==> src/uef_regs.svh <==
// register offsets, field positions, masks and reset values of the enhanced flow block
`ifndef UEF_REGS_SVH
`define UEF_REGS_SVH
`define UEF_OFF_SPAD  8'h00
`define UEF_OFF_FCTL  8'h04
`define UEF_OFF_EFEA  8'h08
`define UEF_OFF_MCTL  8'h0C
`define UEF_OFF_IEN   8'h10
`define UEF_OFF_FIFO  8'h14
`define UEF_OFF_MSTW  8'h18
`define UEF_OFF_CHAR  8'h1C
`define UEF_OFF_STAT  8'h20
`define UEF_RST_SPAD  8'hFF
`define UEF_RST_ZERO  8'h00
`define UEF_FC_RS485  5
`define UEF_FC_IRINV  4
`define UEF_EF_ACTS   7
`define UEF_EF_ARTS   6
`define UEF_EF_SPEC   5
`define UEF_EF_ENH    4
`define UEF_MC_SEL    2
`define UEF_MC_RTS    1
`define UEF_MC_DTR    0
`define UEF_MSK_IEN   8'hE0
`define UEF_MSK_MCTL  8'hEC
`define UEF_MSK_FIFO  8'h30
`define UEF_MSK_MSTW  8'hFC
`define UEF_TBL_D     2'h3
`define UEF_LVL_MAX   8'h40
`endif

==> src/uef_pkg.sv <==
// types and helper functions of the enhanced flow block
`default_nettype none
package uef_pkg;
	// one-hot states of the half-duplex direction sequencer
	typedef enum logic [2:0] {
		UEF_DIR_IDLE = 3'h1,
		UEF_DIR_SEND = 3'h2,
		UEF_DIR_TURN = 3'h4
	} uef_dir_e;
	// status and strobes from the surrounding uart core
	typedef struct packed {
		logic [6:0] rx_level;   // receive fifo fill
		logic [6:0] rx_trig;    // programmed receive trigger
		logic [6:0] next_hi;    // next trigger step above
		logic [6:0] next_lo;    // next trigger step below
		logic       thr_empty;  // holding register empty
		logic       tsr_empty;  // shift register empty
		logic       tx_load;    // byte loaded for transmit
		logic       bit_tick;   // one pulse per bit time
		logic       rx_valid;   // received character strobe
		logic [7:0] rx_char;    // received character
	} uef_core_in_s;
	// controls back to the uart core
	typedef struct packed {
		logic       tx_irq;     // transmitter interrupt source
		logic       tx_halt;    // stop after current character
		logic       rx_store;   // push last character into fifo
		logic       rx_trig_irq;
		logic       special_irq;
		logic       xoff_irq;
		logic       tx_first;   // send first control pair
		logic       tx_second;  // send second control pair
		logic       irda_rx;    // polarity-corrected ir data
	} uef_core_out_s;
	// enhanced register copies the core acts on
	typedef struct packed {
		logic [7:0] fctl;
		logic [7:0] ien;
		logic [7:0] fifo;
		logic [7:0] mctl;
		logic [7:0] mstw;
	} uef_cfg_s;
	// hysteresis in characters for each code
	function automatic logic [5:0] uef_hyst(input logic [3:0] code);
		case (code)
			4'h0: uef_hyst = 6'h00;
			4'h1: uef_hyst = 6'h04;
			4'h2: uef_hyst = 6'h06;
			4'h3, 4'h4: uef_hyst = 6'h08;
			4'h5: uef_hyst = 6'h10;
			4'h6: uef_hyst = 6'h18;
			4'h7: uef_hyst = 6'h20;
			4'h8: uef_hyst = 6'h28;
			4'h9: uef_hyst = 6'h2C;
			4'hA: uef_hyst = 6'h30;
			4'hB: uef_hyst = 6'h34;
			4'hC: uef_hyst = 6'h0C;
			4'hD: uef_hyst = 6'h14;
			4'hE: uef_hyst = 6'h1C;
			default: uef_hyst = 6'h24;
		endcase
	endfunction : uef_hyst
	// write that keeps masked bits unless unlocked
	function automatic logic [7:0] uef_gate(input logic [7:0] old_v, input logic [7:0] new_v,
		input logic [7:0] mask, input logic en);
		uef_gate = en ? new_v : ((old_v & mask) | (new_v & ~mask));
	endfunction : uef_gate
endpackage : uef_pkg
`default_nettype wire

==> src/uef_top.sv <==
// enhanced feature and flow control registers of one uart channel
//
// Design decisions made here: the register addresses and register access over AHB-Lite.
`timescale 1ns/10ps
`default_nettype none
`include "uef_regs.svh"
// Summary of operation
// - scratch byte, no effect, resets to FF
// - two bits pick trigger table A-D
// - tables A-C: flow at next steps
// - rs485 off: interrupt on holding empty
// - rs485: rts high on load, low after
// - rs485: interrupt on shift register empty
// - ir receive polarity select, normal default
// - hysteresis only with table D, reset zero
// - hysteresis code table in characters
// - dual mode: two consecutive control characters
// - transmit bits pick control pair sent
// - receive bits pick pair compared
// - mode 11: either pair or sequence
// - auto cts/dsr halts transmitter while high
// - auto rts/dtr: trigger interrupt, hysteresis drive
// - software output unless hardware flow active
// - special character compare, flag, store
// - second pair with special detect: matched pause not stored
// - enable bit gates writes to the enhanced bits of the legacy registers
// - reset clears enhanced bits and enable
// - select bit: cts/rts or dsr/dtr
// - turnaround delay 0-15 bit times
module uef_top (
	input  wire logic                   hclk,
	input  wire logic                   hresetn,
	input  wire logic                   hsel,
	input  wire logic [31:0]            haddr,
	input  wire logic [1:0]             htrans,
	input  wire logic                   hwrite,
	input  wire logic [2:0]             hsize,
	input  wire logic [31:0]            hwdata,
	input  wire logic                   hready,
	output logic      [31:0]            hrdata,
	output logic                        hreadyout,
	output logic                        hresp,
	input  wire uef_pkg::uef_core_in_s  core_in,
	output uef_pkg::uef_core_out_s      core_out,
	output uef_pkg::uef_cfg_s           cfg,
	input  wire logic                   cts_n,
	input  wire logic                   dsr_n,
	input  wire logic                   ir_rx_pin,
	output logic                        rts_n,
	output logic                        dtr_n
);
	import uef_pkg::*;

	// one channel per instance, nothing shared between channels
	logic [7:0]  spad_reg;       // scratch byte
	logic [7:0]  fctl_reg;       // feature control
	logic [7:0]  efea_reg;       // enhanced feature
	logic [7:0]  mctl_reg;       // modem control copy
	logic [7:0]  ien_reg;        // interrupt enable copy
	logic [7:0]  fifo_reg;       // fifo control copy
	logic [7:0]  mstw_reg;       // modem status write side
	logic [31:0] chars_reg;      // {pause2, pause1, resume2, resume1}
	logic        wr_pend_reg;    // write data phase pending
	logic [7:0]  wr_addr_reg;    // latched write offset
	logic [31:0] rdata_reg;      // read data for the data phase
	logic [2:0]  sflag_reg;      // {special, pause seen, resume seen}
	logic        flow_off_reg;   // receive side asked to stop
	logic        sw_pause_reg;   // remote sent pause
	logic        pend_on_reg;    // previous char was first resume
	logic        pend_off_reg;   // previous char was first pause
	uef_dir_e    dir_reg;        // direction sequencer
	uef_dir_e    dir_next;
	logic [3:0]  turn_cnt_reg;   // bit times left before turnaround
	logic [2:0]  cts_s_reg;      // {ir, dsr, cts} first stage
	logic [2:0]  pin_s2_reg;     // {ir, dsr, cts} second stage
	uef_core_out_s out_reg;
	logic        rts_n_reg;
	logic        dtr_n_reg;

	// decoded controls
	logic        addr_ok;        // address phase taken
	logic        enh_en;
	logic [1:0]  rx_mode;
	logic [1:0]  tx_mode;
	logic        m_on1, m_on2, m_off1, m_off2;
	logic        is_on, is_off;
	logic        drop_char;
	logic [7:0]  lvl_hi, lvl_lo, sum_hi;
	logic [5:0]  hyst;
	logic        use_hyst;
	logic        flow_in_n;      // selected cts or dsr, active low
	logic        flow_drv_n;     // auto-driven output level
	logic [31:0] rd_mux;

	assign enh_en  = efea_reg[`UEF_EF_ENH];
	assign rx_mode = efea_reg[1:0];
	assign tx_mode = efea_reg[3:2];
	assign addr_ok = hsel & htrans[1] & hready;
	// the slave never stretches a transfer and never errors
	assign hreadyout = 1'b1;
	assign hresp     = 1'b0;
	assign hrdata    = rdata_reg;
	assign core_out  = out_reg;
	assign rts_n     = rts_n_reg;
	assign dtr_n     = dtr_n_reg;
	assign cfg       = '{fctl: fctl_reg, ien: ien_reg, fifo: fifo_reg,
		mctl: mctl_reg, mstw: mstw_reg};

	// bus address phase: latch write target, prepare read data
	always_ff @(posedge hclk or negedge hresetn) begin
		if (!hresetn) begin
			wr_pend_reg <= 1'b0;
			wr_addr_reg <= `UEF_RST_ZERO;
			rdata_reg   <= 32'h0000_0000;
		end else begin
			wr_pend_reg <= addr_ok & hwrite;
			wr_addr_reg <= haddr[7:0];
			if (addr_ok && !hwrite) begin
				rdata_reg <= rd_mux;
			end
		end
	end

	// read decode, unmapped offsets read zero
	always_comb begin
		rd_mux = 32'h0000_0000;
		case (haddr[7:0])
			`UEF_OFF_SPAD: rd_mux[7:0] = spad_reg;
			`UEF_OFF_FCTL: rd_mux[7:0] = fctl_reg;
			`UEF_OFF_EFEA: rd_mux[7:0] = efea_reg;
			`UEF_OFF_MCTL: rd_mux[7:0] = mctl_reg;
			`UEF_OFF_IEN:  rd_mux[7:0] = ien_reg;
			`UEF_OFF_FIFO: rd_mux[7:0] = fifo_reg;
			`UEF_OFF_MSTW: rd_mux[7:0] = mstw_reg;
			`UEF_OFF_CHAR: rd_mux      = chars_reg;
			`UEF_OFF_STAT: rd_mux[7:0] = {1'b0, dir_reg, sw_pause_reg, sflag_reg};
			default:       rd_mux      = 32'h0000_0000;
		endcase
	end

	// plain registers: scratch, feature control, enhanced feature, characters
	always_ff @(posedge hclk or negedge hresetn) begin
		if (!hresetn) begin
			spad_reg  <= `UEF_RST_SPAD;
			fctl_reg  <= `UEF_RST_ZERO;
			efea_reg  <= `UEF_RST_ZERO;
			chars_reg <= 32'h0000_0000;
		end else if (wr_pend_reg) begin
			case (wr_addr_reg)
				`UEF_OFF_SPAD: spad_reg  <= hwdata[7:0];
				`UEF_OFF_FCTL: fctl_reg  <= hwdata[7:0];
				`UEF_OFF_EFEA: efea_reg  <= hwdata[7:0];
				`UEF_OFF_CHAR: chars_reg <= hwdata;
				default: ;
			endcase
		end
	end

	// enhanced bits of the legacy registers only change while unlocked
	always_ff @(posedge hclk or negedge hresetn) begin
		if (!hresetn) begin
			mctl_reg <= `UEF_RST_ZERO;
			ien_reg  <= `UEF_RST_ZERO;
			fifo_reg <= `UEF_RST_ZERO;
			mstw_reg <= `UEF_RST_ZERO;
		end else if (wr_pend_reg) begin
			case (wr_addr_reg)
				`UEF_OFF_MCTL: mctl_reg <= uef_gate(mctl_reg, hwdata[7:0], `UEF_MSK_MCTL, enh_en);
				`UEF_OFF_IEN:  ien_reg  <= uef_gate(ien_reg, hwdata[7:0], `UEF_MSK_IEN, enh_en);
				`UEF_OFF_FIFO: fifo_reg <= uef_gate(fifo_reg, hwdata[7:0], `UEF_MSK_FIFO, enh_en);
				`UEF_OFF_MSTW: mstw_reg <= uef_gate(mstw_reg, hwdata[7:0], `UEF_MSK_MSTW, enh_en);
				default: ;
			endcase
		end
	end

	// pin synchronisers; only the second stage is read
	always_ff @(posedge hclk or negedge hresetn) begin
		if (!hresetn) begin
			cts_s_reg  <= 3'h3;  // ir idles low, so no false ir data after reset
			pin_s2_reg <= 3'h3;  // flow inputs start deasserted
		end else begin
			cts_s_reg  <= {ir_rx_pin, dsr_n, cts_n};
			pin_s2_reg <= cts_s_reg;
		end
	end

	// control character classification, bit 0 is the first received bit
	assign m_on1  = core_in.rx_char == chars_reg[7:0];
	assign m_on2  = core_in.rx_char == chars_reg[15:8];
	assign m_off1 = core_in.rx_char == chars_reg[23:16];
	assign m_off2 = core_in.rx_char == chars_reg[31:24];

	// receive matching per mode; pairs must arrive back to back in sequence mode
	always_comb begin
		is_on  = 1'b0;
		is_off = 1'b0;
		case (rx_mode)
			2'h2: begin
				is_on  = m_on1;
				is_off = m_off1;
			end
			2'h1: begin
				is_on  = m_on2;
				is_off = m_off2;
			end
			2'h3: begin
				if (tx_mode == 2'h2 || tx_mode == 2'h1) begin
					is_on  = m_on1 | m_on2;
					is_off = m_off1 | m_off2;
				end else begin
					is_on  = pend_on_reg & m_on2;
					is_off = pend_off_reg & m_off2;
				end
			end
			default: ;
		endcase
	end

	// second pause char swallowed when special detect shares it
	assign drop_char = efea_reg[`UEF_EF_SPEC] & m_off2 & (rx_mode == 2'h1);

	// software flow state and sticky receive flags, set beats clear
	always_ff @(posedge hclk or negedge hresetn) begin
		if (!hresetn) begin
			pend_on_reg  <= 1'b0;
			pend_off_reg <= 1'b0;
			sw_pause_reg <= 1'b0;
			sflag_reg    <= 3'h0;
		end else begin
			if (core_in.rx_valid) begin
				pend_on_reg  <= m_on1;
				pend_off_reg <= m_off1;
			end
			if (rx_mode == 2'h0) begin
				sw_pause_reg <= 1'b0;                        // nothing compared
			end else if (core_in.rx_valid && is_off) begin
				sw_pause_reg <= 1'b1;
			end else if (core_in.rx_valid && is_on) begin
				sw_pause_reg <= 1'b0;
			end
			// write one clears; a same-cycle event keeps its bit
			sflag_reg <= (sflag_reg & ~((wr_pend_reg && wr_addr_reg == `UEF_OFF_STAT)
				? hwdata[2:0] : 3'h0))
				| {core_in.rx_valid & efea_reg[`UEF_EF_SPEC] & m_off2,
				   core_in.rx_valid & is_off, core_in.rx_valid & is_on};
		end
	end

	// receive flow thresholds: next steps or table D hysteresis
	assign hyst     = uef_hyst(fctl_reg[3:0]);
	assign use_hyst = (fctl_reg[7:6] == `UEF_TBL_D) && (hyst != 6'h00);
	assign sum_hi   = {1'b0, core_in.rx_trig} + {2'h0, hyst};
	always_comb begin
		if (use_hyst) begin
			lvl_hi = (sum_hi > `UEF_LVL_MAX) ? `UEF_LVL_MAX : sum_hi;
			lvl_lo = ({1'b0, core_in.rx_trig} > {2'h0, hyst})
				? ({1'b0, core_in.rx_trig} - {2'h0, hyst}) : 8'h00;
		end else begin
			lvl_hi = {1'b0, core_in.next_hi};
			lvl_lo = {1'b0, core_in.next_lo};
		end
	end

	// flow-off latch: on at upper level, off below lower level
	always_ff @(posedge hclk or negedge hresetn) begin
		if (!hresetn) begin
			flow_off_reg <= 1'b0;
		end else if (!efea_reg[`UEF_EF_ARTS]) begin
			flow_off_reg <= 1'b0;
		end else if ({1'b0, core_in.rx_level} >= lvl_hi) begin
			flow_off_reg <= 1'b1;
		end else if ({1'b0, core_in.rx_level} < lvl_lo) begin
			flow_off_reg <= 1'b0;
		end
	end

	// direction sequencer for half duplex, counts turnaround in bit times
	always_comb begin
		dir_next = dir_reg;
		case (dir_reg)
			UEF_DIR_IDLE: if (core_in.tx_load) dir_next = UEF_DIR_SEND;
			UEF_DIR_SEND: if (core_in.tsr_empty && core_in.thr_empty && !core_in.tx_load)
				dir_next = (mstw_reg[7:4] == 4'h0) ? UEF_DIR_IDLE : UEF_DIR_TURN;
			UEF_DIR_TURN: begin
				if (core_in.tx_load) dir_next = UEF_DIR_SEND;
				else if (core_in.bit_tick && turn_cnt_reg == 4'h1) dir_next = UEF_DIR_IDLE;
			end
			default: dir_next = UEF_DIR_IDLE;
		endcase
		if (!fctl_reg[`UEF_FC_RS485]) dir_next = UEF_DIR_IDLE;
	end

	// sequencer state and turnaround counter
	always_ff @(posedge hclk or negedge hresetn) begin
		if (!hresetn) begin
			dir_reg      <= UEF_DIR_IDLE;
			turn_cnt_reg <= 4'h0;
		end else begin
			dir_reg <= dir_next;
			if (dir_reg != UEF_DIR_TURN) begin
				turn_cnt_reg <= mstw_reg[7:4];
			end else if (core_in.bit_tick) begin
				turn_cnt_reg <= turn_cnt_reg - 4'h1;
			end
		end
	end

	// selected flow input and the level an auto-driven output takes
	assign flow_in_n  = mctl_reg[`UEF_MC_SEL] ? pin_s2_reg[1] : pin_s2_reg[0];
	assign flow_drv_n = flow_off_reg;

	// registered outputs to the core and the modem pins
	always_ff @(posedge hclk or negedge hresetn) begin
		if (!hresetn) begin
			out_reg   <= '0;
			rts_n_reg <= 1'b1;
			dtr_n_reg <= 1'b1;
		end else begin
			out_reg.tx_irq      <= fctl_reg[`UEF_FC_RS485] ? core_in.tsr_empty
				: core_in.thr_empty;
			out_reg.tx_halt     <= (efea_reg[`UEF_EF_ACTS] & flow_in_n) | sw_pause_reg;
			out_reg.rx_store    <= core_in.rx_valid & ~drop_char;
			out_reg.rx_trig_irq <= efea_reg[`UEF_EF_ARTS]
				& (core_in.rx_level >= core_in.rx_trig);
			out_reg.special_irq <= sflag_reg[2];
			out_reg.xoff_irq    <= sflag_reg[1];
			out_reg.tx_first    <= tx_mode[1];
			out_reg.tx_second   <= tx_mode[0];
			out_reg.irda_rx     <= pin_s2_reg[2] ^ fctl_reg[`UEF_FC_IRINV];
			// rts: direction control, then auto flow if asserted, else software
			if (fctl_reg[`UEF_FC_RS485]) begin
				rts_n_reg <= (dir_reg != UEF_DIR_IDLE);
			end else if (efea_reg[`UEF_EF_ARTS] && !mctl_reg[`UEF_MC_SEL]
				&& mctl_reg[`UEF_MC_RTS]) begin
				rts_n_reg <= flow_drv_n;
			end else begin
				rts_n_reg <= ~mctl_reg[`UEF_MC_RTS];
			end
			// dtr: auto flow only when selected and asserted by software
			if (efea_reg[`UEF_EF_ARTS] && mctl_reg[`UEF_MC_SEL] && mctl_reg[`UEF_MC_DTR]) begin
				dtr_n_reg <= flow_drv_n;
			end else begin
				dtr_n_reg <= ~mctl_reg[`UEF_MC_DTR];
			end
		end
	end
endmodule : uef_top
`default_nettype wire

==> config.mk <==
export PLATFORM = sky130hd
export DESIGN_NAME = uef_top
export DESIGN_NICKNAME = d
export VERILOG_FILES = /design/src/uef_pkg.sv /design/src/uef_top.sv
export VERILOG_INCLUDE_DIRS = /design/src
export SDC_FILE = /design/constraint.sdc
export NUM_CORES = 1
export LEC_CHECK = 0
export BUFFER_PORTS_ARGS = -buffer_cell sky130_fd_sc_hd__buf_2
export CAP_MARGIN = 15
export CORE_AREA = 4 4 142 144
export CTS_BUF_LIST = sky130_fd_sc_hd__clkbuf_8
export DETAILED_ROUTE_END_ITERATION = 7
export DIE_AREA = 0 0 146 148
export PLACE_DENSITY_LB_ADDON = 0.1
export SYNTH_ARGS = -nofsm -noshare
export SYNTH_HDL_FRONTEND = slang
export SYNTH_SLANG_ARGS = --single-unit
==> constraint.sdc <==
create_clock -name hclk -period 6.35 [get_ports hclk]
set_clock_uncertainty 0.2 [all_clocks]
set_input_delay 0 -clock hclk [delete_from_list [all_inputs] [get_ports hclk]]
set_output_delay 0 -clock hclk [all_outputs]
set_load 0.02 [all_outputs]
# --- Word level (Yosys, flattened, before mapping) ---
# Memories as Yosys holds them, arrays and structs flattened.
# Index checks and enable logic that the tools add are counted.
classes:
  addsub: 3
  n_lt_le_gt_ge: 5
  n_eq_ne: 36
  muxes: 35
  bitwise: 28
  n_reduce_logical: 32
op_table:
  columns: ["cell", "count"]
  rows:
  - ["$pmux 8 s9", 1]
  - ["$eq 8x5->1 const B", 8]
  - ["$mux 8", 8]
  - ["$eq 8x4->1 const B", 4]
  - ["$eq 8x8->1", 4]
  - ["$mux 24", 1]
  - ["$mux 3", 7]
  - ["$eq 8x3->1 const B", 2]
  - ["$eq 8x6->1 const B", 2]
  - ["$logic_not 8->1", 2]
  - ["$or 8x5->8", 2]
  - ["$reduce_and 2->1", 8]
  - ["$and 1x1->1", 14]
  - ["$mux 1", 13]
  - ["$logic_and 1x1->1", 12]
  - ["$ne 3x3->1 const B", 3]
  - ["$pmux 3 s3", 1]
  - ["$add 7x6->8", 1]
  - ["$eq 2x2->1 const B", 4]
  - ["$ge 7x8->1", 1]
  - ["$gt 8x7->1 const B", 1]
  - ["$lt 7x8->1", 1]
  - ["$mux 4", 2]
  - ["$or 6x8->8", 1]
  - ["other kinds (27)", 36]
totals:
  register_bits: 160
  mem_bits_ro: 80
  input_bits: 118
  output_inout_bits: 85
  elab_cells: 171
  memories: 1
mem_list:
  columns: ["name", "words", "width", "rd", "rd_ports_with_merged_regs", "write_ports", "line_no", "rtl"]
  rows:
  - ["(no name shown)", 16, 5, 1, 0, 0, "uef_pkg.sv:45", "case (code)"]

# --- Longest topological paths before layout ---
# Gate-level depths: netlist of run 1.
logic_depth:
  word_depth: 8
  ltp_mapped: 19

# --- Worst setup path before layout of run 1 ---
# No wires, ideal clock.
synth_path:
  path_kind: "register to register"
  start: "register fctl_reg[0]"
  end: "register flow_off_reg (netlist: flow_drv_n)"
  setup_ns: 0.123
  t_arrival_ns: 3.637
  t_required_ns: 6.027
  slack_ns: 2.390
  stages_incl_launch_ff: 18
  path_buffers: 1
  synth_period_minus_slack_ns: 3.960
  cell_sequence: "dfrtp_1 -> inv_1 -> ha_1 -> nor2_1 -> a2bb2oi_1 -> ha_1 -> a211oi_1 -> nor4b_1 -> a2111oi_0 -> and2_1 -> buf_6 -> a22oi_1 -> ha_1 -> a21oi_1 -> o21ai_0 -> a21o_1 -> a31oi_1 -> o2bb2ai_1"
synth_via:
  elab_chain_len: 8
synth_lines:
  columns: ["element", "line_no", "rtl"]
  rows:
  - ["start, declared", "uef_top.sv:56", "logic [7:0] fctl_reg;"]
  - ["start signal, assigned", "uef_top.sv:145", "fctl_reg <= `UEF_RST_ZERO;"]
  - ["start signal, assigned", "uef_top.sv:151", "`UEF_OFF_FCTL: fctl_reg <= hwdata[7:0];"]
  - ["$mem_v2 16x5 *", null, null]
  - ["$add 7x6->8", "uef_top.sv:253", "assign sum_hi = {1'b0, core_in.rx_trig} + {2'h0, hyst};"]
  - ["$gt 8x7->1 (no source line)", null, null]
  - ["$mux 8", "uef_top.sv:256", "lvl_hi = (sum_hi > `UEF_LVL_MAX) ? `UEF_LVL_MAX : sum_hi;"]
  - ["$mux 8", "uef_top.sv:255", "if (use_hyst) begin"]
  - ["$ge 7x8->1", "uef_top.sv:271", "end else if ({1'b0, core_in.rx_level} >= lvl_hi) begin"]
  - ["$mux 1", "uef_top.sv:271", null]
  - ["$mux 1", "uef_top.sv:269", "end else if (!efea_reg[`UEF_EF_ARTS]) begin"]
  - ["end signal, assigned", "uef_top.sv:268", "flow_off_reg <= 1'b0;"]
  - ["end signal, assigned", "uef_top.sv:270", "flow_off_reg <= 1'b0;"]
  - ["end signal, assigned", "uef_top.sv:272", "flow_off_reg <= 1'b1;"]
  - ["end, declared", "uef_top.sv:67", "logic flow_off_reg;"]
# Mark *: on every way between the ends. The rest lies on a longest branch, timed or not.
# A chain may end at the register's enable or synchronous reset.

# --- Worst setup path after layout of run 1 ---
# Ends and elaborated chain as after synthesis.

==> summary.md, run 1 <==
| Metric | Value |
|---|---|
| Status | `finished clean` |
| Area Growth Syn to Fin | `26.58%` |
| CTS Buf Count | `17` |
| Clk root buf | `clkbuf_8` |
| Crit. End Element | `flip-flop` |
| Routed Antenna Nets | `0` |
| First DRT Iteration DRCs | `between 300 and 400` |
| Worst-skew pair later-pin latency | `around 0.46 ns` |
| Number of synthesized flops with an enable pin | `0` |
| Initial antenna violation count | `0` |
| Fin Setup TNS | `0 ns` |
| Grt total ovfl | `0` |
| DR WL/cell | `around 20 um` |
| # rows | `50` |
| Worst min path class | `input port to flip-flop` |
| Gpl congestion | `0.8236` |
| CTS tree | `yes` |
| Pwr Density | `208.6 nW/um^2` |
| Syn Std Cell Area | `~8400 sq um` |
| Fin crit share | `roughly nine tenths` |
| Longest Clk Path Bufs | `2` |
| Post-CTS Hold Buffers | `just under 80` |
| CP arrival | `slightly below 6 ns` |
| Post-DP HPWL | `17.58 mm` |
| Die Y-Extent | `around 150 um` |
| Simple-Gate Fraction of Synth Area | `around 11%` |
| Setup-failing EPs final | `0` |
| Setup Crit Path Kind | `flip-flop to flip-flop` |
| Pin count of the biggest net entering global routing | `86` |
| Die area | `around 22000 sq um` |
| CP Launch Type | `flip-flop` |
| Worst-Margin Slew | `~1.0 ns` |
| Buffers added on ports | `around 170` |
| Ys async rst share | `100.0%` |
| Seq/Total Area, Yosys | `about half` |
| Number of global-route vias before repair | `around 6900` |
| IO Pins | `203` |
| Post-route DRC | `0` |
| Final setup margin | `approximately 0.7 ns` |
| Final Cell Area | `between 10000 and 15000 sq um` |
| Relative slew margins | `between 30% and 40%` |
| Antenna Cells | `0` |
| First-pass GRT wire length | `between 30 and 40 mm` |
| Post-synth top flop | `dfrtp_1` |
| Crit Path Max Fanout | `7` |
| FMAX | `approximately 180 MHz` |
| Router iterations before antenna repair | `4` |
| Largest family of logic cells by synthesized area | `compound AO/OA/AOI/OAI gates` |
| Starting density of the core | `44.78%` |
| Final nets | `1123` |
| RSZ-0062 raised after global routing | `no` |
| Unique masters post-synth | `70` |
| Clk sinks | `between 150 and 200` |
| Slew Limit Fails | `0` |
| Core region area | `approximately 19000 sq um` |
| Fin crit period | `about 5.7 ns` |
| Mux cell area share after synthesis | `13.06%` |
| Synthesized instance count | `733` |
| DRT Wirelength | `24.27 mm` |
| Total number of vias | `6724` |
| Syn nets | `just under 900` |
| Final hold viol count | `0` |
| Adder-Cell Fraction of Synth Area | `under 10%` |
| CTS resizes | `0` |
| Total GRT Usage | `around 22%` |
| Leakage | `0.004897 uW` |
| Syn avg cell area | `around 11 sq um` |
| Dpl ws | `~1.8 ns` |
| Routed vias/inst | `roughly 5.5` |
| Die Wd | `roughly 150 um` |
| Synth warn | `0` |
| Post-CTS Setup Repair Bufs | `0` |
| Clk slew on worst S/H paths | `~0.10 ns` |
| Max VDD drop | `~0.12 mV` |
| Fillers | `between 1500 and 2000` |
| Yosys reg bits | `between 150 and 200` |
| Synth Area in Compound Gates | `roughly 14%` |
| Max-Cap Viols | `0` |
| Synth Area in XOR/XNOR | `~4.5%` |
| Critical Path RT | `roughly 6.5 ns` |
| Layout cell share with drive strength beyond 1 | `about a third` |
| DP Area | `9380 sq um` |
| H-tree Lvls | `4` |
-- power breakdown --
| group | switching [uW] | total [uW] | internal (uW) |
|---|---|---|---|
| clock network | 414 | 775 | 362 |
| registers | 43.2 | 1110 | 1060 |
| logic | 173 | 331 | 158 |
| total | 630 | 2210 | 1580 |
-- metrics by stage --
stage	hold slack, ns	power [uW]	std cells	util (%)
global route	0.04452	2311	1215	56.68
global placement	-0.1211	1405	1105	50.15
CTS	0.01666	2228	1214	56.53
floorplan	-0.4956	1287	733	-
finish	0.02633	2211	1215	56.68
detailed placement	-0.1114	1414	1105	50.15
-- cells in the mapped netlist, drive strengths merged, types with 20 or more instances --
library cell / number / share of area [%]
ha: 35 / 5.2
buf: 20 / 1.5
a22o: 26 / 2.7
a21oi: 23 / 1.4
inv: 26 / 1.2
nand2: 43 / 1.9
o21ai: 44 / 2.6
clkbuf: 20 / 0.91
xnor2: 36 / 3.8
nor2: 22 / 1.0
mux2: 84 / 11
dfrtp: 145 / 43
-- cells by family after synthesis --
logic type / after synthesis
compound gates: 166
xor+xnor: 43
fa+ha+maj: 37
buf+inv: 66
flops: 160
mux: 95
other cells: 2
simple gates: 164
-- metal layers --
metal | vias to the layer above | wire length (um) | GRT usage [%]
met5 | - | 0 | 0
met4 | 0 | 478 | 6.021
met3 | 33 | 1433 | 5.763
met2 | 218 | 11910 | 37.71
met1 | 3322 | 10450 | 29.10
li1 | 3151 | - | -
-- path summary, 6_finish.rpt --
path	start	to	slack, ns	cells past startpoint
min	core_in[4]	sflag_reg[2]$_DFF_PN0_	0.03	6
max in group asynchronous	hresetn	spad_reg[7]$_DFFE_PN1P_	4.77	5
min in group asynchronous	hresetn	rts_n$_DFF_PN1_	0.47	3
min reg2reg	cts_s_reg[2]$_DFF_PN0_	pin_s2_reg[2]$_DFF_PN0_	0.16	0
max reg2reg	fctl_reg[0]$_DFFE_PN0P_	flow_drv_n$_DFFE_PN0P_	0.69	18
max	fctl_reg[0]$_DFFE_PN0P_	flow_drv_n$_DFFE_PN0P_	0.69	18
-- cell type report --
cell class | count | area [sq um] | area share [%]
repair buffers | 256 | 1728 | 16.30
inverters | 26 | 97.59 | 0.9206
clock inverters | 15 | 171.4 | 1.617
multi-input cells | 507 | 4055 | 38.25
clock buffers | 17 | 234.0 | 2.207
well taps | 234 | 292.8 | 2.762
flip-flops and latches | 160 | 4023 | 37.94
-- layout by cell type, fill, tap and decap left out, types with 7 or more instances in the layout --
cell type and instances:
buf_2 171, dfrtp_1 145, mux2_2 84, dlygate4sd3_1 76, o21ai_0 44, nand2_1 43
xnor2_1 36, ha_1 35, inv_1 26, a22o_1 26, a21oi_1 23, nor2_1 21
nor2b_1 17, clkbuf_8 17, dfstp_2 15, nand3_1 14, a22oi_1 11, a211oi_1 10
nand4_1 10, nor3_1 9, mux2i_1 8, xor2_1 7, nor3b_1 7, inv_6 7
-- worst max-delay path, cell delays in order, from the launching register on --
cell and delay [ns]:
dfrtp_1 0.46, inv_1 0.09, ha_1 0.33, nor2_1 0.10, a2bb2oi_1 0.41, inv_1 0.16, ha_1 0.21, o21bai_1 0.18
a2111oi_0 0.58, a31oi_1 0.14, o21bai_1 0.35, a2bb2oi_1 0.21, ha_1 0.27, a211oi_1 0.28, nand3_1 0.12, a31o_2 0.22
dlygate4sd3_1 0.56, o2bb2ai_1 0.12, dlygate4sd3_1 0.55
No activity file was read; power rests on OpenSTA's default activity.
==> inputs of run 2 (changes only) <==
ABC_CLOCK_PERIOD_IN_PS = 6350   (was not set)
CTS_BUF_LIST = sky130_fd_sc_hd__clkbuf_2   (was sky130_fd_sc_hd__clkbuf_8)
==> run 2 against run 1 <==
Critical path depth stayed put. Combinational power is 8.2% higher. Register-to-register slack better by 0.02 ns. Via count is 4.7% higher. Largest power group unchanged. Sequential power hardly changed. Wire length is 3.4% higher.
==> summary.md, run 2 (synthesis gave the netlist of run 1 again) <==
| Metric | Value |
|---|---|
| Status | `finished clean` |
| R2r setup slk | `between 0.7 and 0.8 ns` |
| Pin count of the biggest net entering global routing | `86` |
| Top layer in use | `met4` |
| Area Growth Syn to Fin | `32.00%` |
| Grt total ovfl | `0` |
| Final nets | `approximately 1200` |
| Final hold viol count | `0` |
| IO Pins | `approximately 200` |
| First DRT Iteration DRCs | `just under 300` |
| Post-DP HPWL | `17.58 mm` |
| Routed vias/inst | `around 5.5` |
| Pwr Density | `between 150 and 200 nW/um^2` |
| Most common cell after layout, fill and taps aside | `buf_2` |
| Buf/Inv on CP | `4` |
| Longest Clk Path Bufs | `2` |
| Worst r2r path cells | `18` |
| Crit path max-delay family | `compound AO/OA/AOI/OAI gates` |
| Worst min path class | `input port to asynchronous set/reset pin` |
| Die area | `roughly 22000 sq um` |
| Clk root buf | `clkbuf_2` |
| Met2 layer wire length in the routed design | `approximately 12 mm` |
| Worst path most repeated cell | `ha_1` |
| First-pass GRT wire length | `approximately 39 mm` |
| CP arrival | `6.09 ns` |
| Number of global-route vias before repair | `7252` |
| Wl on met1 | `about 11 mm` |
| Crit. End Element | `flip-flop` |
| Fin crit period | `approximately 5.6 ns` |
| H-tree Lvls | `4` |
| Relative slew margins | `about 30%` |
| Leakage | `a little over 0.005 uW` |
| Worst-skew pair later-pin latency | `0.76 ns` |
| Fillers | `around 1600` |
| Gpl congestion | `between 0.8 and 0.9` |
| Reg2reg end | `flow_drv_n$_DFFE_PN0P_` |
| CP max stage delay | `~0.56 ns` |
| Worst r2r src | `fctl_reg[0]$_DFFE_PN0P_` |
| Slew Limit Fails | `0` |
| Fin Setup TNS | `0 ns` |
| Die Wd | `about 150 um` |
| DR WL/cell | `a little under 20 um` |
| Layout cell share with drive strength beyond 1 | `31.51%` |
| Tot Pwr | `~2100 uW` |
| Crit Path Max Fanout | `7` |
| Worst path cell trace | `inv_1, ha_1, nor2_1, a2bb2oi_1, inv_1, ha_1, o21bai_1, a2111oi_0, a31oi_1, o21bai_1, a2bb2oi_1, ha_1, a211oi_1, nand3_1, a31o_2, dlygate4sd3_1, o2bb2ai_1, dlygate4sd3_1` |
| Post-route DRC | `0` |
| Highest-delay cell along the critical path | `a2111oi_0` |
| Routed Antenna Nets | `0` |
| FMAX | `~180 MHz` |
| CP Launch Type | `flip-flop` |
| Starting density of the core | `44.78%` |
| Router iterations before antenna repair | `5` |
| Total number of vias | `~7000` |
| Core region area | `between 15000 and 20000 sq um` |
| Worst-Margin Slew | `between 1 and 1.5 ns` |
| Critical Path RT | `about 6.8 ns` |
| Setup-failing EPs final | `0` |
| CTS Buf Count | `17` |
| Die Y-Extent | `148 um` |
| Met3 wire length | `roughly 1.8 mm` |
| DRT Wirelength | `around 25 mm` |
| Max-Cap Viols | `0` |
| Clk sinks | `160` |
| Buffers added on ports | `172` |
| Total GRT Usage | `23.13%` |
| Fin crit share | `between 80% and 90%` |
| Max VDD drop | `about 0.12 mV` |
| Initial antenna violation count | `1` |
| Clk slew on worst S/H paths | `0.26 ns` |
| Setup Crit Path Kind | `flip-flop to flip-flop` |
| Commonest non-fill, non-tap cells in the layout | `buf_2 (171), dfrtp_1 (145), dlygate4sd3_1 (136)` |
| CTS tree | `yes` |
| RSZ-0062 raised after global routing | `no` |
| # rows | `50` |
==> run 2: cell count changes in the layout (fill, tap and decap cells not counted) <==
cell           previous run  this run
clkbuf_2                  0        17
clkbuf_8                 17         0
diode_2                   0         1
dlygate4sd3_1            76       136
==> run 2: layer usage <==
layer	vias up	global-route usage (%)
li1	3276	-
met5	-	0
met4	0	7.103
met2	259	38.92
met3	40	5.794
met1	3465	29.66
==> run 2: per-stage QoR <==
step / util (%) / hold WS, ns / setup WS [ns] / cell area (sq um) / std cells
floorplan: - / -0.4956 / 2.390 / 8376 / 733
global placement: 50.15 / -0.1211 / 1.914 / 9380 / 1105
detailed placement: 50.15 / -0.1114 / 1.798 / 9380 / 1105
CTS: 58.94 / 0.02393 / 0.7054 / 11030 / 1274
global route: 59.10 / 0.03020 / 0.2360 / 11060 / 1276
finish: 59.10 / 0.07171 / 0.7104 / 11060 / 1276
==> run 2: area by class of cell <==
type	instances	area [sq um]	share of cell area, %
clock inverter	15	171.4	1.550
clock buffer	17	85.08	0.7696
multi-input combinational	507	4055	36.68
sequential	160	4023	36.39
timing repair buffer	316	2328	21.06
tap	234	292.8	2.648
antenna	1	2.502	0.02263
inverter	26	97.59	0.8828
==> run 2: report_power, final <==
group	internal [uW]	switching (uW)
combinational	180	178
clock	195	403
sequential	1060	44.0
total	1440	625
==> run 2: worst max-delay path by stage <==
stage,cells past startpoint,to,from
2_1_floorplan,17,flow_drv_n$_DFFE_PN0P_,fctl_reg[0]$_DFFE_PN0P_
3_3_place_gp,16,flow_drv_n$_DFFE_PN0P_,fctl_reg[0]$_DFFE_PN0P_
3_5_place_dp,16,flow_drv_n$_DFFE_PN0P_,fctl_reg[0]$_DFFE_PN0P_
4_1_cts,18,flow_drv_n$_DFFE_PN0P_,fctl_reg[0]$_DFFE_PN0P_
5_1_grt,18,flow_drv_n$_DFFE_PN0P_,fctl_reg[0]$_DFFE_PN0P_
6_report,18,flow_drv_n$_DFFE_PN0P_,fctl_reg[0]$_DFFE_PN0P_
==> run 2: repair_timing <==
action,4_1_cts,5_1_grt
endpoints found under the hold margin,301,0
gates resized for setup,0,0
hold buffers,137,0
setup buffers,0,0
==> run 2: tightest hold or removal path, cell delays in order <==
cell,delay [ns]
dlygate4sd3_1,0.52
dlygate4sd3_1,0.56
buf_6,0.13
buf_4,0.23
==> inputs of run 3 (changes only) <==
ABC_AREA = 1   (was not set)
CORE_AREA = 4 4 159 161   (was 4 4 142 144)
DIE_AREA = 0 0 163 165   (was 0 0 146 148)
HOLD_SLACK_MARGIN = 0.03   (was not set)
==> run 3 against run 2 <==
Wire length up 5.0%. Non-clock buffer count shrank 9. Combinational power grew 14%. Sequential power barely moved. Sequential share of layout area decreased by 0.12 points. Cell count is 22% higher. Largest cell class is now flip-flops and latches.
==> summary.md, run 3 <==
| Metric | Value |
|---|---|
| Total GRT Usage | `about a fifth` |
| Post-DP HPWL | `between 15 and 20 mm` |
| Unique masters post-synth | `48` |
| Syn avg cell area | `between 9 and 10 sq um` |
| Setup-failing EPs final | `0` |
| Fin crit period | `between 5 and 6 ns` |
| Seq/Total Area, Yosys | `between 40% and 50%` |
| Routed vias/inst | `around 4.7` |
| Clk slew on worst S/H paths | `0.28 ns` |
| Area Growth Syn to Fin | `33.73%` |
| DRT Wirelength | `26.34 mm` |
| DR WL/cell | `approximately 17 um` |
| Commonest non-fill, non-tap cells in the layout | `nand2_1 (205), buf_2 (171), dfrtp_1 (145)` |
| Worst-skew pair later-pin latency | `0.75 ns` |
| RSZ-0062 raised after global routing | `no` |
| Most frequent cells after synthesis | `nand2_1 (205), dfrtp_1 (145), o21ai_0 (106)` |
| Slew Limit Fails | `0` |
| Hold Path Depth | `4` |
| Number of global-route vias before repair | `7492` |
| CTS resizes | `0` |
| CTS Buf Count | `17` |
| Post-route DRC | `0` |
| Post-synth top area cell | `dfrtp_1` |
| Layout cell share with drive strength beyond 1 | `between 20% and 30%` |
| Synth warn | `0` |
| Crit. End Element | `flip-flop` |
| First DRT Iteration DRCs | `about 440` |
| Die Y-Extent | `around 170 um` |
| Dpl ws | `~2.1 ns` |
| Buffers added on ports | `between 150 and 200` |
| Non-filler cells in the finished layout | `between 1500 and 2000` |
| Worst r2r path cells | `29` |
| Final setup margin | `about 1.0 ns` |
| Worst path most repeated cell | `nand2_1` |
| R2r setup slk | `about 1.0 ns` |
| Longest Clk Path Bufs | `2` |
| Grt total ovfl | `0` |
| CP arrival | `5.84 ns` |
| Top cell type's share of synthesized area | `between 40% and 50%` |
| CP Launch Type | `flip-flop` |
| Fin crit share | `~84%` |
| Total number of vias | `around 7400` |
| Min-Delay Endpoint | `fifo_reg[0]$_DFFE_PN0P_` |
| Die area | `roughly 27000 sq um` |
| Most frequent cell after synthesis | `nand2_1` |
| Leakage | `0.005460 uW` |
| Reg2reg end | `flow_drv_n$_DFFE_PN0P_` |
| Post-synth top flop | `dfrtp_1` |
| Ys async rst share | `100.0%` |
| FMAX | `186.9 MHz` |
| GR Layer Usage met2 | `between 30 and 40%` |
| # rows | `57` |
| Highest-delay cell along the critical path | `dlygate4sd3_1` |
| CTS tree | `yes` |
| Busiest layer in global routing | `met2` |
| Worst min path class | `input port to flip-flop` |
| Fillers | `2430` |
| Final hold viol count | `0` |
| Setup Crit Path Kind | `flip-flop to flip-flop` |
| Max VDD drop | `roughly 0.10 mV` |
| Starting density of the core | `roughly a third` |
| Fin Setup TNS | `0 ns` |
| Number of synthesized flops with an enable pin | `0` |
| Yosys reg bits | `between 150 and 200` |
| Die Wd | `approximately 160 um` |
| Initial antenna violation count | `1` |
| Syn Std Cell Area | `8295 sq um` |
| Clk root buf | `clkbuf_2` |
| Max-Cap Viols | `0` |
| M1 GR Usage | `roughly 28%` |
| First-pass GRT wire length | `around 42 mm` |
| Dominant cells by area after synthesis | `dfrtp_1 (44%), nand2_1 (9.3%), o21ai_0 (6.4%), ha_1 (5.3%), dfstp_2 (4.8%)` |
| Core region area | `23960 sq um` |
| Gpl congestion | `between 0.8 and 0.9` |
| Worst hold start | `hwdata[0]` |
| Final nets | `between 1000 and 1500` |
| Worst r2r src | `fctl_reg[0]$_DFFE_PN0P_` |
| Post-CTS Hold Buffers | `~130` |
| Post-CTS Setup Repair Bufs | `0` |
| IO Pins | `203` |
| Critical Path RT | `a little under 7 ns` |
| Placed Instances | `between 1000 and 1500` |
| Routed Antenna Nets | `0` |
| Pin count of the biggest net entering global routing | `between 90 and 100` |
| CP max stage delay | `0.57 ns` |
| Pwr Density | `188.7 nW/um^2` |
| Crit Path Max Fanout | `6` |
| Syn nets | `1076` |
| Synthesized instance count | `roughly 900` |
| Status | `finished clean` |
| H-tree Lvls | `4` |
| Router iterations before antenna repair | `5` |
| Met3 usage | `approximately 3.2%` |
| Worst-Margin Slew | `1.087 ns` |
| Most common cell after layout, fill and taps aside | `nand2_1` |
| Relative slew margins | `a little over a quarter` |
| Clk sinks | `160` |
run 3: changes by cell type after synthesis, moves of 9 or more:
| cell | change |
|---|---|
| inv_2 | +11 |
| nand3_1 | +21 |
| o21ai_0 | +62 |
| nor2_1 | +18 |
| nor2b_1 | -17 |
| mux2_2 | -84 |
| a22o_1 | -25 |
| xor2_1 | +24 |
| a211oi_1 | -9 |
| mux2_1 | +24 |
| o21ai_1 | +13 |
| inv_1 | +64 |
| nand2_1 | +162 |
| xnor2_1 | -26 |
run 3: metrics by stage:
stage	cell area (sq um)	utilization (%)	power (uW)	hold WS [ns]
2_1_floorplan	8295	-	1315	-0.4956
3_3_place_gp	9508	39.68	1456	-0.09365
3_5_place_dp	9508	39.68	1459	-0.09366
4_1_cts	11090	46.28	2122	0.03625
5_1_grt	11090	46.29	2219	0.05519
6_report	11090	46.29	2093	0.08767
run 3: final cells by class:
class	instances	area, sq um	area share, %
multi-input combinational	637	3800	34.25
antenna	1	2.502	0.02256
timing repair buffer	307	2226	20.07
tap	324	405.4	3.654
clock inverter	15	168.9	1.523
clock buffer	17	85.08	0.7670
inverter	102	382.9	3.451
sequential	160	4023	36.26
run 3: routing by layer:
layer | vias to the layer above | wire, um
li1 | 3709 | -
met1 | 3491 | 12570
met2 | 169 | 12280
met3 | 27 | 1043
met4 | 0 | 437
met5 | - | 0
run 3: cells by family (layout without fill, tap and decap cells):
kind of cell    Yosys count  in the layout  share of synthesized area, %
buf+inv                 124            441                         5.792
xor+xnor                 41             41                         4.329
other cells               2              3                       0.09053
fa+ha+maj                37             37                         5.762
mux                      24             24                         3.258
simple gates            336            336                         18.76
flops                   160            160                         48.49
compound gates          197            197                         13.51
run 3: worst max path at each step:
stage                                       start                endpoint  slack (ns)  depth (start not counted)
final                     fctl_reg[0]$_DFFE_PN0P_  flow_drv_n$_DFFE_PN0P_         1.0                         29
after floorplan           fctl_reg[0]$_DFFE_PN0P_  flow_drv_n$_DFFE_PN0P_        2.45                         26
after detailed placement  fctl_reg[0]$_DFFE_PN0P_  flow_drv_n$_DFFE_PN0P_        2.15                         29
after global routing      fctl_reg[0]$_DFFE_PN0P_  flow_drv_n$_DFFE_PN0P_        0.38                         28
after CTS                 fctl_reg[0]$_DFFE_PN0P_  flow_drv_n$_DFFE_PN0P_        0.99                         29
after global placement    fctl_reg[0]$_DFFE_PN0P_  flow_drv_n$_DFFE_PN0P_        2.17                         27
run 3: power by group:
part	switching, uW	internal [uW]	leakage, uW
Clock	442	132	0.000145
Combinational	225	184	0.00355
Sequential	35.1	1070	0.00177
Total	702	1390	0.00546
run 3: critical path: cells and delay by family (launching register included):
kind                       cells  cell delay, ns
AOI/OAI and AO/OA              8            1.28
adders and majority gates      3            1.01
buffers and inverters          5            1.33
DFF                            1            0.50
and+or+nand+nor               13            0.98
